`config.mk`:
```
export PLATFORM = sky130hd
export DESIGN_NAME = pmx_pin_mux
export DESIGN_NICKNAME = d
export VERILOG_FILES = /design/src/pmx_pkg.sv /design/src/pmx_key_if.sv /design/src/pmx_key_filter.sv /design/src/pmx_pin_mux.sv
export VERILOG_INCLUDE_DIRS = /design/src /design/src/src
export SDC_FILE = /design/constraint.sdc
export NUM_CORES = 1
export LEC_CHECK = 0
export ABC_AREA = 1
export CORE_MARGIN = 10
export CORE_UTILIZATION = 65
export CTS_CLUSTER_DIAMETER = 150
export CTS_CLUSTER_SIZE = 8
export DETAILED_ROUTE_END_ITERATION = 6
export DONT_BUFFER_PORTS = 1
export GPL_TIMING_DRIVEN = 0
export PLACE_DENSITY_LB_ADDON = 0.15
export SYNTH_ARGS = -nofsm -noshare
export SYNTH_HDL_FRONTEND = slang
export SYNTH_HIERARCHICAL = 1
export SYNTH_SLANG_ARGS = --single-unit
```
`constraint.sdc`:
```
create_clock -name sys_clk -period 2.8 [get_ports sys_clk]
set_input_delay 0.56 -clock sys_clk [delete_from_list [all_inputs] [get_ports sys_clk]]
set_output_delay 0.56 -clock sys_clk [all_outputs]
set_load 0.01 [all_outputs]
```
`src/pmx_defines.svh`:
```
// shared constants for the peripheral pin mux and volume keys
`ifndef PMX_DEFINES_SVH
`define PMX_DEFINES_SVH
`define PMX_CLK_MHZ 200
`define PMX_DEBOUNCE_US 5
`define PMX_DEBOUNCE_CYC ((`PMX_DEBOUNCE_US * `PMX_CLK_MHZ))
`define PMX_REPEAT_MS 100
`define PMX_REPEAT_CYC ((`PMX_REPEAT_MS * 1000 * `PMX_CLK_MHZ))
`define PMX_ATTEN_W 4
`define PMX_ATTEN_MAX 4'h0F
`define PMX_ATTEN_MIN 4'h0
`define PMX_BUS_IDLE 8'h80
`define PMX_NUM_IRQ 16
`define PMX_NUM_DRQ 8
`endif

```
`src/pmx_pkg.sv`:
```
// types for the peripheral pin mux
package pmx_pkg;
   typedef enum logic [1:0] {PMX_SEL_CTL, PMX_SEL_ALT, PMX_SEL_KEY} pmx_fourfn_e;
   typedef enum {PMX_KEY_IDLE, PMX_KEY_HELD} pmx_key_e;
endpackage

```
`src/pmx_key_if.sv`:
```
// carrier between the main mux and one key debouncer
`timescale 1ns/1ps
interface pmx_key_if;
   logic rawLevel;
   logic enable;
   logic stepPulse;
   logic heldLevel;
   modport mux (output rawLevel, output enable, input stepPulse, input heldLevel);
   modport key (input rawLevel, input enable, output stepPulse, output heldLevel);
endinterface

```
`src/pmx_key_filter.sv`:
```
// synchroniser, debounce and repeat for one active-low key
`timescale 1ns/1ps
`include "pmx_defines.svh"
module pmx_key_filter
   import pmx_pkg::*;
#(
   parameter int unsigned DEBOUNCE_CYC = `PMX_DEBOUNCE_CYC,
   parameter int unsigned REPEAT_CYC = `PMX_REPEAT_CYC
) (
   // clock and reset
   input wire logic sys_clk,
   input wire logic nrst,
   // key link
   pmx_key_if.key port
);
   logic [2:0] syncChain_reg;
   logic [31:0] bounceCnt_reg;
   logic [31:0] bounceCnt_next;
   logic [31:0] repCnt_reg;
   logic [31:0] repCnt_next;
   logic stable_reg;
   logic stable_next;
   pmx_key_e state_reg;
   pmx_key_e state_next;
   logic pulse_reg;
   logic pulse_next;
   wire logic agreeLow;
   wire logic settled;

   // three-stage synchroniser, stages two and three must agree
   always_ff @(posedge sys_clk or negedge nrst) begin
      if (!nrst) syncChain_reg <= 3'h7;
      else syncChain_reg <= {syncChain_reg[1:0], port.rawLevel};
   end
   assign agreeLow = (syncChain_reg[1] == syncChain_reg[2]) ? ~syncChain_reg[2] : stable_reg;

   // debounce: level must persist for the debounce time
   assign settled = (bounceCnt_reg >= DEBOUNCE_CYC - 1);
   always_comb begin
      bounceCnt_next = (agreeLow == stable_reg) ? 32'h0000_0000 : bounceCnt_reg + 32'h0000_0001;
      stable_next = stable_reg;
      if (agreeLow != stable_reg && settled) begin
         stable_next = agreeLow;
         bounceCnt_next = 32'h0000_0000;
      end
   end

   // step once per press, then once per repeat interval
   always_comb begin
      state_next = state_reg;
      repCnt_next = repCnt_reg;
      pulse_next = 1'b0;
      unique case (state_reg)
         PMX_KEY_IDLE: begin
            if (stable_reg && port.enable) begin
               state_next = PMX_KEY_HELD;
               pulse_next = 1'b1;
               repCnt_next = 32'h0000_0000;
            end
         end
         PMX_KEY_HELD: begin
            if (!stable_reg || !port.enable) begin
               state_next = PMX_KEY_IDLE;
            end else if (repCnt_reg >= REPEAT_CYC - 1) begin
               pulse_next = 1'b1;
               repCnt_next = 32'h0000_0000;
            end else begin
               repCnt_next = repCnt_reg + 32'h0000_0001;
            end
         end
      endcase
   end

   // state registers
   always_ff @(posedge sys_clk or negedge nrst) begin
      if (!nrst) begin
         bounceCnt_reg <= 32'h0000_0000;
         repCnt_reg <= 32'h0000_0000;
         stable_reg <= 1'b0;
         state_reg <= PMX_KEY_IDLE;
         pulse_reg <= 1'b0;
      end else begin
         bounceCnt_reg <= bounceCnt_next;
         repCnt_reg <= repCnt_next;
         stable_reg <= stable_next;
         state_reg <= state_next;
         pulse_reg <= pulse_next;
      end
   end

   assign port.stepPulse = pulse_reg;
   assign port.heldLevel = stable_reg;
endmodule

```
`src/pmx_pin_mux.sv`:
```
// shared peripheral pin function select and hardware volume keys
//
// Function
// - serial enable turns joystick button into clock
// - drive pins are upper address unless strapped
// - drive select low on base address match
// - four-function pin shows control bit one unless write strap low
// - non-zero alternate base makes alternate select
// - volume key enable overrides other pin functions
// - drive interrupt routed with polarity, active high when polarity bit set
// - drive DMA request routed to chosen DRQ
// - modem base makes request pin modem interrupt
// - ack pin passes DACK or modem select
// - up key increments both master attenuations
// - down key decrements both master attenuations
// - mute key level sets both mute bits
// - reset drive high holds reset, bus reads 80h
// - reset falling edge latches both strobe straps
// - key enable by host or configuration byte
`timescale 1ns/1ps
`include "pmx_defines.svh"
module pmx_pin_mux
   import pmx_pkg::*;
#(
   parameter int unsigned DEBOUNCE_CYC = `PMX_DEBOUNCE_CYC,
   parameter int unsigned REPEAT_CYC = `PMX_REPEAT_CYC
) (
   // clock and reset
   input wire logic sys_clk,
   input wire logic nrst,
   input wire logic resetDrive,
   // strap pins sampled at reset release
   input wire logic externalReadStrobeIn,
   input wire logic externalWriteStrobeIn,
   // configuration bits
   input wire logic serialPortEnableBit,
   input wire logic serialClock,
   input wire logic externalControlBitOne,
   input wire logic volumeKeyEnableHost,
   input wire logic volumeKeyEnableConfig,
   input wire logic driveIrqPolarityBit,
   input wire logic modemIrqPolarityBit,
   input wire logic [3:0] driveIrqSelect,
   input wire logic [3:0] modemIrqSelect,
   input wire logic [2:0] driveDrqSelect,
   // base address programming events
   input wire logic altBaseWrite,
   input wire logic [11:0] altBaseValue,
   input wire logic modemBaseWrite,
   input wire logic [11:0] modemBaseValue,
   // address decode results
   input wire logic driveDecodeHit,
   input wire logic altDecodeHit,
   input wire logic modemDecodeHit,
   input wire logic [3:0] isaUpperAddrIn,
   input wire logic isaDmaAckLow,
   // host bus read data
   input wire logic [7:0] coreReadData,
   output logic [7:0] busReadData,
   output logic coreResetActive,
   // shared pins
   input wire logic joyButtonTwoIn,
   output logic joyButtonTwoOut,
   output logic joyButtonTwoOe,
   output logic joyButtonTwoSwitch,
   input wire logic [3:0] drivePinsIn,
   output logic [3:0] upperAddr,
   output logic opticalDriveSelectLow,
   output logic drivePortEnabled,
   input wire logic fourFnPinIn,
   output logic fourFnPinOut,
   output logic fourFnPinOe,
   input wire logic synthSelPinIn,
   output logic synthSelPinOut,
   output logic synthSelPinOe,
   input wire logic synthSelectLow,
   input wire logic volumeMuteLow,
   input wire logic opticalDriveIrqIn,
   input wire logic dmaRequestPinIn,
   output logic opticalDriveDmaAckLow,
   // routed outputs to the ISA bus
   output logic [15:0] isaIrq,
   output logic [7:0] isaDrq,
   // master output register fields
   output logic [3:0] leftMasterAtten,
   output logic [3:0] rightMasterAtten,
   output logic leftMasterSilenceBit,
   output logic rightMasterSilenceBit
);
   // ----------------------------------------------------------------
   // reset drive and straps
   // ----------------------------------------------------------------
   logic [2:0] resSync_reg;
   logic resHeld;
   logic resHeldDly_reg;
   logic [2:0] rdSync_reg;
   logic [2:0] wrSync_reg;
   logic rdStrap_reg;
   logic wrStrap_reg;
   wire logic resFall;
   wire logic rdLevel;
   wire logic wrLevel;

   // synchronise reset drive and strap pins
   always_ff @(posedge sys_clk or negedge nrst) begin
      if (!nrst) begin
         resSync_reg <= 3'h7;
         rdSync_reg <= 3'h7;
         wrSync_reg <= 3'h7;
      end else begin
         resSync_reg <= {resSync_reg[1:0], resetDrive};
         rdSync_reg <= {rdSync_reg[1:0], externalReadStrobeIn};
         wrSync_reg <= {wrSync_reg[1:0], externalWriteStrobeIn};
      end
   end

   // reset drive level holds last value while stages disagree, strap levels taken from stage three
   logic resAgree_reg;
   always_ff @(posedge sys_clk or negedge nrst) begin
      if (!nrst) resAgree_reg <= 1'b1;
      else if (resSync_reg[1] == resSync_reg[2]) resAgree_reg <= resSync_reg[2];
   end
   assign resHeld = resAgree_reg;
   assign rdLevel = rdSync_reg[2];
   assign wrLevel = wrSync_reg[2];
   assign resFall = resHeldDly_reg & ~resHeld;

   // latch straps on the reset drive falling edge
   always_ff @(posedge sys_clk or negedge nrst) begin
      if (!nrst) begin
         resHeldDly_reg <= 1'b1;
         rdStrap_reg <= 1'b1;
         wrStrap_reg <= 1'b1;
      end else begin
         resHeldDly_reg <= resHeld;
         if (resFall) begin
            rdStrap_reg <= rdLevel;
            wrStrap_reg <= wrLevel;
         end
      end
   end

   // bus interface stays alive, other logic held in reset
   assign coreResetActive = resHeld;
   always_ff @(posedge sys_clk or negedge nrst) begin
      if (!nrst) busReadData <= `PMX_BUS_IDLE;
      else busReadData <= resHeld ? `PMX_BUS_IDLE : coreReadData;
   end

   // ----------------------------------------------------------------
   // sticky mode switches
   // ----------------------------------------------------------------
   logic altMode_reg;
   logic modemMode_reg;
   wire logic keysOn;
   always_ff @(posedge sys_clk or negedge nrst) begin
      if (!nrst) begin
         altMode_reg <= 1'b0;
         modemMode_reg <= 1'b0;
      end else if (resHeld) begin
         altMode_reg <= 1'b0;
         modemMode_reg <= 1'b0;
      end else begin
         if (altBaseWrite && altBaseValue != 12'h000) altMode_reg <= 1'b1;
         if (modemBaseWrite && modemBaseValue != 12'h000) modemMode_reg <= 1'b1;
      end
   end
   assign keysOn = (volumeKeyEnableHost | volumeKeyEnableConfig) & ~resHeld;
   assign drivePortEnabled = ~rdStrap_reg;

   // ----------------------------------------------------------------
   // pin function selection
   // ----------------------------------------------------------------
   pmx_fourfn_e fourFnSel;
   assign fourFnSel = keysOn ? PMX_SEL_KEY : (altMode_reg ? PMX_SEL_ALT : PMX_SEL_CTL);

   // joystick button two or serial clock
   assign joyButtonTwoOe = serialPortEnableBit & ~keysOn;
   assign joyButtonTwoOut = serialClock;
   assign joyButtonTwoSwitch = joyButtonTwoOe ? 1'b1 : joyButtonTwoIn;

   // drive pins as upper address or drive port
   assign upperAddr = drivePortEnabled ? 4'h0 : drivePinsIn;
   assign opticalDriveSelectLow = ~(drivePortEnabled & driveDecodeHit & ~resHeld);

   // four-function pin: control bit, alternate select or down key
   // a low write strap turns the control bit output into an input
   assign fourFnPinOe = (fourFnSel == PMX_SEL_ALT) | ((fourFnSel == PMX_SEL_CTL) & wrStrap_reg);
   assign fourFnPinOut = (fourFnSel == PMX_SEL_ALT) ? ~altDecodeHit : externalControlBitOne;

   // synth select pin or up key
   assign synthSelPinOe = ~keysOn;
   assign synthSelPinOut = synthSelectLow;

   // ack pin: DACK pass or modem select
   assign opticalDriveDmaAckLow = modemMode_reg ? ~modemDecodeHit : isaDmaAckLow;

   // interrupt and DMA routing
   wire logic driveIrqActive;
   wire logic modemIrqActive;
   wire logic driveDrqActive;
   assign driveIrqActive = drivePortEnabled & (opticalDriveIrqIn ^ ~driveIrqPolarityBit);
   assign modemIrqActive = drivePortEnabled & modemMode_reg & (dmaRequestPinIn ^ ~modemIrqPolarityBit);
   assign driveDrqActive = drivePortEnabled & ~modemMode_reg & dmaRequestPinIn;

   genvar gi;
   generate
      for (gi = 0; gi < `PMX_NUM_IRQ; gi++) begin : g_irq
         always_ff @(posedge sys_clk or negedge nrst) begin
            if (!nrst) isaIrq[gi] <= 1'b0;
            else isaIrq[gi] <= ~resHeld & ((driveIrqActive & (driveIrqSelect == 4'(gi)))
                               | (modemIrqActive & (modemIrqSelect == 4'(gi))));
         end
      end
      for (gi = 0; gi < `PMX_NUM_DRQ; gi++) begin : g_drq
         always_ff @(posedge sys_clk or negedge nrst) begin
            if (!nrst) isaDrq[gi] <= 1'b0;
            else isaDrq[gi] <= ~resHeld & driveDrqActive & (driveDrqSelect == 3'(gi));
         end
      end
   endgenerate

   // ----------------------------------------------------------------
   // volume keys
   // ----------------------------------------------------------------
   pmx_key_if upKey();
   pmx_key_if downKey();
   pmx_key_if muteKey();
   assign upKey.rawLevel = synthSelPinIn;
   assign downKey.rawLevel = fourFnPinIn;
   assign muteKey.rawLevel = volumeMuteLow;
   assign upKey.enable = keysOn;
   assign downKey.enable = keysOn;
   assign muteKey.enable = keysOn;

   pmx_key_filter #(.DEBOUNCE_CYC(DEBOUNCE_CYC), .REPEAT_CYC(REPEAT_CYC)) uUp (
      .sys_clk(sys_clk), .nrst(nrst), .port(upKey));
   pmx_key_filter #(.DEBOUNCE_CYC(DEBOUNCE_CYC), .REPEAT_CYC(REPEAT_CYC)) uDown (
      .sys_clk(sys_clk), .nrst(nrst), .port(downKey));
   pmx_key_filter #(.DEBOUNCE_CYC(DEBOUNCE_CYC), .REPEAT_CYC(REPEAT_CYC)) uMute (
      .sys_clk(sys_clk), .nrst(nrst), .port(muteKey));

   // saturating step of one attenuation field
   function automatic logic [3:0] stepAtten(input logic [3:0] cur, input logic up, input logic dn);
      logic [3:0] res;
      res = cur;
      if (up && !dn && cur != `PMX_ATTEN_MAX) res = cur + 4'h1;
      else if (dn && !up && cur != `PMX_ATTEN_MIN) res = cur - 4'h1;
      return res;
   endfunction

   logic [3:0] leftAtten_reg;
   logic [3:0] rightAtten_reg;
   logic muteBits_reg;
   wire logic [3:0] leftAtten_next;
   wire logic [3:0] rightAtten_next;
   assign leftAtten_next = stepAtten(leftAtten_reg, upKey.stepPulse, downKey.stepPulse);
   assign rightAtten_next = stepAtten(rightAtten_reg, upKey.stepPulse, downKey.stepPulse);

   // master attenuation and mute fields
   always_ff @(posedge sys_clk or negedge nrst) begin
      if (!nrst) begin
         leftAtten_reg <= 4'h0;
         rightAtten_reg <= 4'h0;
         muteBits_reg <= 1'b0;
      end else if (resHeld) begin
         leftAtten_reg <= 4'h0;
         rightAtten_reg <= 4'h0;
         muteBits_reg <= 1'b0;
      end else begin
         leftAtten_reg <= leftAtten_next;
         rightAtten_reg <= rightAtten_next;
         muteBits_reg <= keysOn ? muteKey.heldLevel : muteBits_reg;
      end
   end
   assign leftMasterAtten = leftAtten_reg;
   assign rightMasterAtten = rightAtten_reg;
   assign leftMasterSilenceBit = muteBits_reg;
   assign rightMasterSilenceBit = muteBits_reg;
endmodule

```
# [After elaboration in Yosys (flattened, before gate mapping)]
# Cells that the tools add are included.
# W data, S select, Z words.
[op_classes] add_sub_neg=9 magnitude_cmp=5 n_eq_ne=58 mux=50 bitwise_logic=100 n_reduce_logical=39
[ops] operator="$mux W32" n=16
[ops] operator="$pmux W32 S2" n=4
[ops] operator="$add A32 B1 Y32 const B" n=5
[ops] operator="$ge A32 B10 Y1 const B" n=3
[ops] operator="$and A1 B1 Y1" n=68
[ops] operator="$eq A32 B1 Y1 const B" n=2
[ops] operator="$eq A4 B4 Y1 const B" n=16
[ops] operator="$ge A32 B25 Y1 const B" n=2
[ops] operator="$logic_not A32 Y1" n=2
[ops] operator="$eq A4 B3 Y1 const B" n=8
[ops] operator="$mux W4" n=7
[ops] operator="$reduce_bool A12 Y1" n=2
[ops] operator="$mux W1" n=19
[ops] operator="$or A1 B1 Y1" n=18
[ops] operator="$eq A4 B2 Y1 const B" n=4
[ops] operator="$logic_and A1 B1 Y1" n=13
[ops] operator="$eq A3 B3 Y1 const B" n=4
[ops] operator="$not A1 Y1" n=12
[ops] operator="$add A4 B1 Y4 const B" n=2
[ops] operator="$eq A4 B1 Y1 const B" n=2
[ops] operator="$logic_not A4 Y1" n=2
[ops] operator="$mux W8" n=1
[ops] operator="$ne A2 B1 Y1 const B" n=4
[ops] operator="$ne A4 B4 Y1 const B" n=2
[ops] operator="18 further kinds" n=43
[totals] regBits=294 inputBits=76 output_inout_bits=57 word_cells=313

# [Longest topological paths before layout]
[depth] word_depth=6 depth_mapped=13

# [Cells and area by module]
# The synthesis kept the hierarchy.
[by_module_without_submodules] mod="pmx_key_filter" instances=3 cells_per_inst=361 area_per_inst_um2=3319.4 seq_area_each_um2=1755.4
[by_module_without_submodules] mod="pmx_pin_mux" instances=1 cells_per_inst=361 area_per_inst_um2=2788.9 seq_area_each_um2=1418.9

# [Worst setup path after synthesis]
# No wires, ideal clock.
[synth_path] path_kind="input to register" startpoint="input volumeKeyEnableConfig" endpoint="register uDown.repCnt_reg[17]" setup_time_ps=127 arrival_time_ps=1875 t_required_ps=2673 setup_slack_ps=799 path_stages=11 path_buffers=0 cell_sequence="nor2_1 nor2_1 nand2_1 ha_1 inv_2 nand2_2 nor2_2 nand2_1 nor2_2 xor2_1 a21oi_2"
[synth_via] elab_chain_len=6 elab_cells_between_ends=8 cone_classes="eq/ne: 2; bitwise: 2; reduce/logical: 4"
[synth_lines] element="from (decl)" line_no="pmx_pin_mux.sv:40" source="input wire logic volumeKeyEnableConfig,"
[synth_lines] element="$or A1 B1 Y1 (*)" line_no="pmx_pin_mux.sv:168" source="assign keysOn = (volumeKeyEnableHost | volumeKeyEnableConfig) & ~resHeld;"
[synth_lines] element="$and A1 B1 Y1 (*)" line_no="pmx_pin_mux.sv:168"
[synth_lines] element="named net downKey.enable" line_no="pmx_key_if.sv:5" source="logic enable;"
[synth_lines] element="$logic_not A1 Y1"
[synth_lines] element="$logic_or A1 B1 Y1" line_no="pmx_key_filter.sv:62" source="if (!stable_reg || !port.enable) begin"
[synth_lines] element="$ne A2 B2 Y1 (no line)"
[synth_lines] element="$reduce_and A2 Y1 (no line) (*)"
[synth_lines] element="to (signal assigned)" line_no="pmx_key_filter.sv:84" source="repCnt_reg <= repCnt_next;"
[synth_lines] element="to (decl)" line_no="pmx_key_filter.sv:19" source="logic [31:0] repCnt_reg;"
# The timed path passes the listed nets; every way through them passes the cells marked *.
# A chain may end at the register's enable or synchronous reset.

# [Final worst setup path]
[layout_path] startpoint="register resAgree_reg (netlist: coreResetActive)" endpoint="output fourFnPinOut"
[layout_via] elab_chain_len=5
[layout_lines] element="from (decl)" line_no="pmx_pin_mux.sv:118" source="logic resAgree_reg;"
[layout_lines] element="from (signal assigned)" line_no="pmx_pin_mux.sv:121" source="else if (resSync_reg[1] == resSync_reg[2]) resAgree_reg <= resSync_reg[2];"
[layout_lines] element="$not A1 Y1" line_no="pmx_pin_mux.sv:168"
[layout_lines] element="$and A1 B1 Y1" line_no="pmx_pin_mux.sv:168"
[layout_lines] element="named net downKey.enable" line_no="pmx_key_if.sv:5"
[layout_lines] element="$mux W2" line_no="pmx_pin_mux.sv:175" source="assign fourFnSel = keysOn ? PMX_SEL_KEY : (altMode_reg ? PMX_SEL_ALT : PMX_SEL_CTL);"
[layout_lines] element="$eq A2 B1 Y1" line_no="pmx_pin_mux.sv:189" source="assign fourFnPinOut = (fourFnSel == PMX_SEL_ALT) ? ~altDecodeHit : externalControlBitOne;"
[layout_lines] element="$mux W1" line_no="pmx_pin_mux.sv:189"
[layout_lines] element="to (decl)" line_no="pmx_pin_mux.sv:71" source="output logic fourFnPinOut,"
# The timed path passes the listed nets, and every way through them passes these cells.

==> results_dict.tcl <==
set metrics [dict create \
    outcome "finished with violations" \
    violations "negative hold slack" \
    antenna_found_initial 0 \
    cts.sinks 232 \
    wire_per_inst_microns 14.1 \
    setup_violations 0 \
    cts_tree "built" \
    dp_hpwl_microns 14500 \
    synth_cells 1189 \
    gp_congestion 0.896 \
    globalRoute.totalOverflow 0 \
    post_dp_cell_area_sq_um 11200 \
    drt-initial-drc-count 373 \
    cp.arrival_ns 1.90 \
    htree_levels 2 \
    vias_per_cell 5.11 \
    tightest_slew_ns 0.585 \
    worst-path-max-fanout 7 \
    drive_above_1_share_pct 14.0 \
    wl_microns 21600 \
    power_switching_w 0.00269 \
    layout.nets 1379 \
    post_cts_buffers 0 \
    timing.slew.headroom_pct 60.9 \
    p_int_w 0.00645 \
    use_met3_pct 5.25 \
    cp.required_ns 2.24 \
    insertion_delay_ns 0.50 \
    cp_cell_sequence "nor2_2 -> inv_1 -> nand2_1 -> o21ai_0" \
    antennaDiodeCount 0 \
    numCtsBuffers 34 \
    critPathMaxStageDelay_ns 0.64 \
    clockPowerShare_pct 40.4 \
    swShare_pct 29.4 \
    grt_start_max_net_pins 233 \
    gr-usage-met2_pct 33.3 \
    power.density_nw_per_um2 751 \
    port-buffer-count 0 \
    grt_pass1_wl_microns 36300 \
    crit_path_start_kind "flip-flop" \
    finalInstanceArea_sq_um 12200 \
    drc 0 \
    drv_slew 0 \
    avgSynthCellArea_sq_um 8.98 \
    fin_crit_sh_pct 87.8 \
    core_area_sq_um 16000 \
    fin_setup_tns_ns 0 \
    rsz0062_at_grt "no" \
    ant_nets 0 \
    globalRouteTotalUtil_pct 19.6 \
    die_h_microns 148 \
    whs_ns -0.239 \
    clkTransAtPathRegs_ns 0.05 \
    fp.dieW_microns 148 \
    end_kind "output pin" \
    max_cap_viol_count 0 \
    clk_path_buf_depth 3 \
    grt_pass1_vias 7838 \
    rows 46 \
    dr.pass1.iters 5 \
    period_minus_slack_ns 2.46 \
    areaGrowthSynthToFinish_pct 14.1 \
    dieArea_sq_um 21900 \
    design.portCount 133 \
    busiest_layer "met2" \
    path_delay_family "flip-flops" \
    path_depth 4 \
    met1_usage_pct 22.9 \
    synthesis.area_sq_um 10700 \
    root_buffer "clkbuf_16" \
    start_util_pct 66.7 \
    p_seq_share_pct 42.2 \
    r2r.worst_path.cells 10 \
    ir_drop_v 0.000580 \
    crit_type "flip-flop to output pin" \
    hold_viol_final 216 \
    cp.buffers_inverters 1 \
    vias 7809 \
    crit_slowest_cell "dfstp_2" \
    max_freq_mhz 407 \
    combinationalPowerShare_pct 17.4 \
    leakagePower_nw 5.69 \
    yosys_warnings 6 \
    skew_ns 0.0146 \
    min_path_type "input pin to async pin" \
]
## what timing repair did
action                     CTS  global route
setup endpoints to repair    0             5
hold endpoints to repair   232           229
resized for setup            0             1
## routing by layer
layer	part of all wire [%]	up-vias
met5	0	-
met3	8.3	52
met2	49	252
li1	-	3854
met1	39	3651
met4	3.4	0
## final timing paths
check	startpoint	endpoint	slack, ns
max	coreResetActive	fourFnPinOut	0.34
min	nrst	uMute/bounceCnt_reg[8]	-0.24
max reg2reg	coreResetActive	uUp/repCnt_reg[23]	0.42
min reg2reg	rdSync_reg[0]	rdSync_reg[1]	0.34
max in group asynchronous	nrst	uUp/syncChain_reg[2]	2.72
min in group sys_clk	externalWriteStrobeIn	wrSync_reg[0]	0.06
## through the flow
stage | instances | util, % | worst slack, ns | power (W) | hold WS [ns]
finish | 1527 | 76.1 | 0.342 | 0.00914 | -0.239
global route | 1527 | 76.1 | 0.190 | 0.00960 | -0.253
CTS | 1527 | 76.1 | 0.131 | 0.00924 | -0.250
detailed placement | 1468 | 69.9 | 0.0241 | 0.00547 | 0.273
global placement | 1468 | 69.9 | 0.0947 | 0.00541 | 0.272
floorplan | 1252 | - | 0.840 | 0.00511 | 0.264
## power by group through the flow
stage | Sequential (W) | Combinational [W] | Clock (W)
floorplan | 0.00383 | 0.00128 | 0
global placement | 0.00390 | 0.00152 | 0
detailed placement | 0.00391 | 0.00157 | 0
CTS | 0.00386 | 0.00160 | 0.00378
global route | 0.00389 | 0.00179 | 0.00393
finish | 0.00386 | 0.00159 | 0.00369
## layout make-up
| type | instances | area (sq um) |
|---|---|---|
| buffer | 19 | 168 |
| clock buffer | 57 | 958 |
| clock inverter | 2 | 32.5 |
| fill | 1115 | 3830 |
| inverter | 141 | 529 |
| multi-input combinational | 860 | 4380 |
| sequential | 232 | 5830 |
| tap | 216 | 270 |
## layout by cell type, fill, tap and decap left out, types with 31 or more instances in the layout
master     instances
nand2_1          241
nor2_1           221
dfrtp_1          209
clkbuf_16         35
nand4_1           31
nand3_1           66
a21oi_2           40
xor2_1            36
inv_1            137
conb_1            66
No activity file was read; power rests on OpenSTA's default activity.
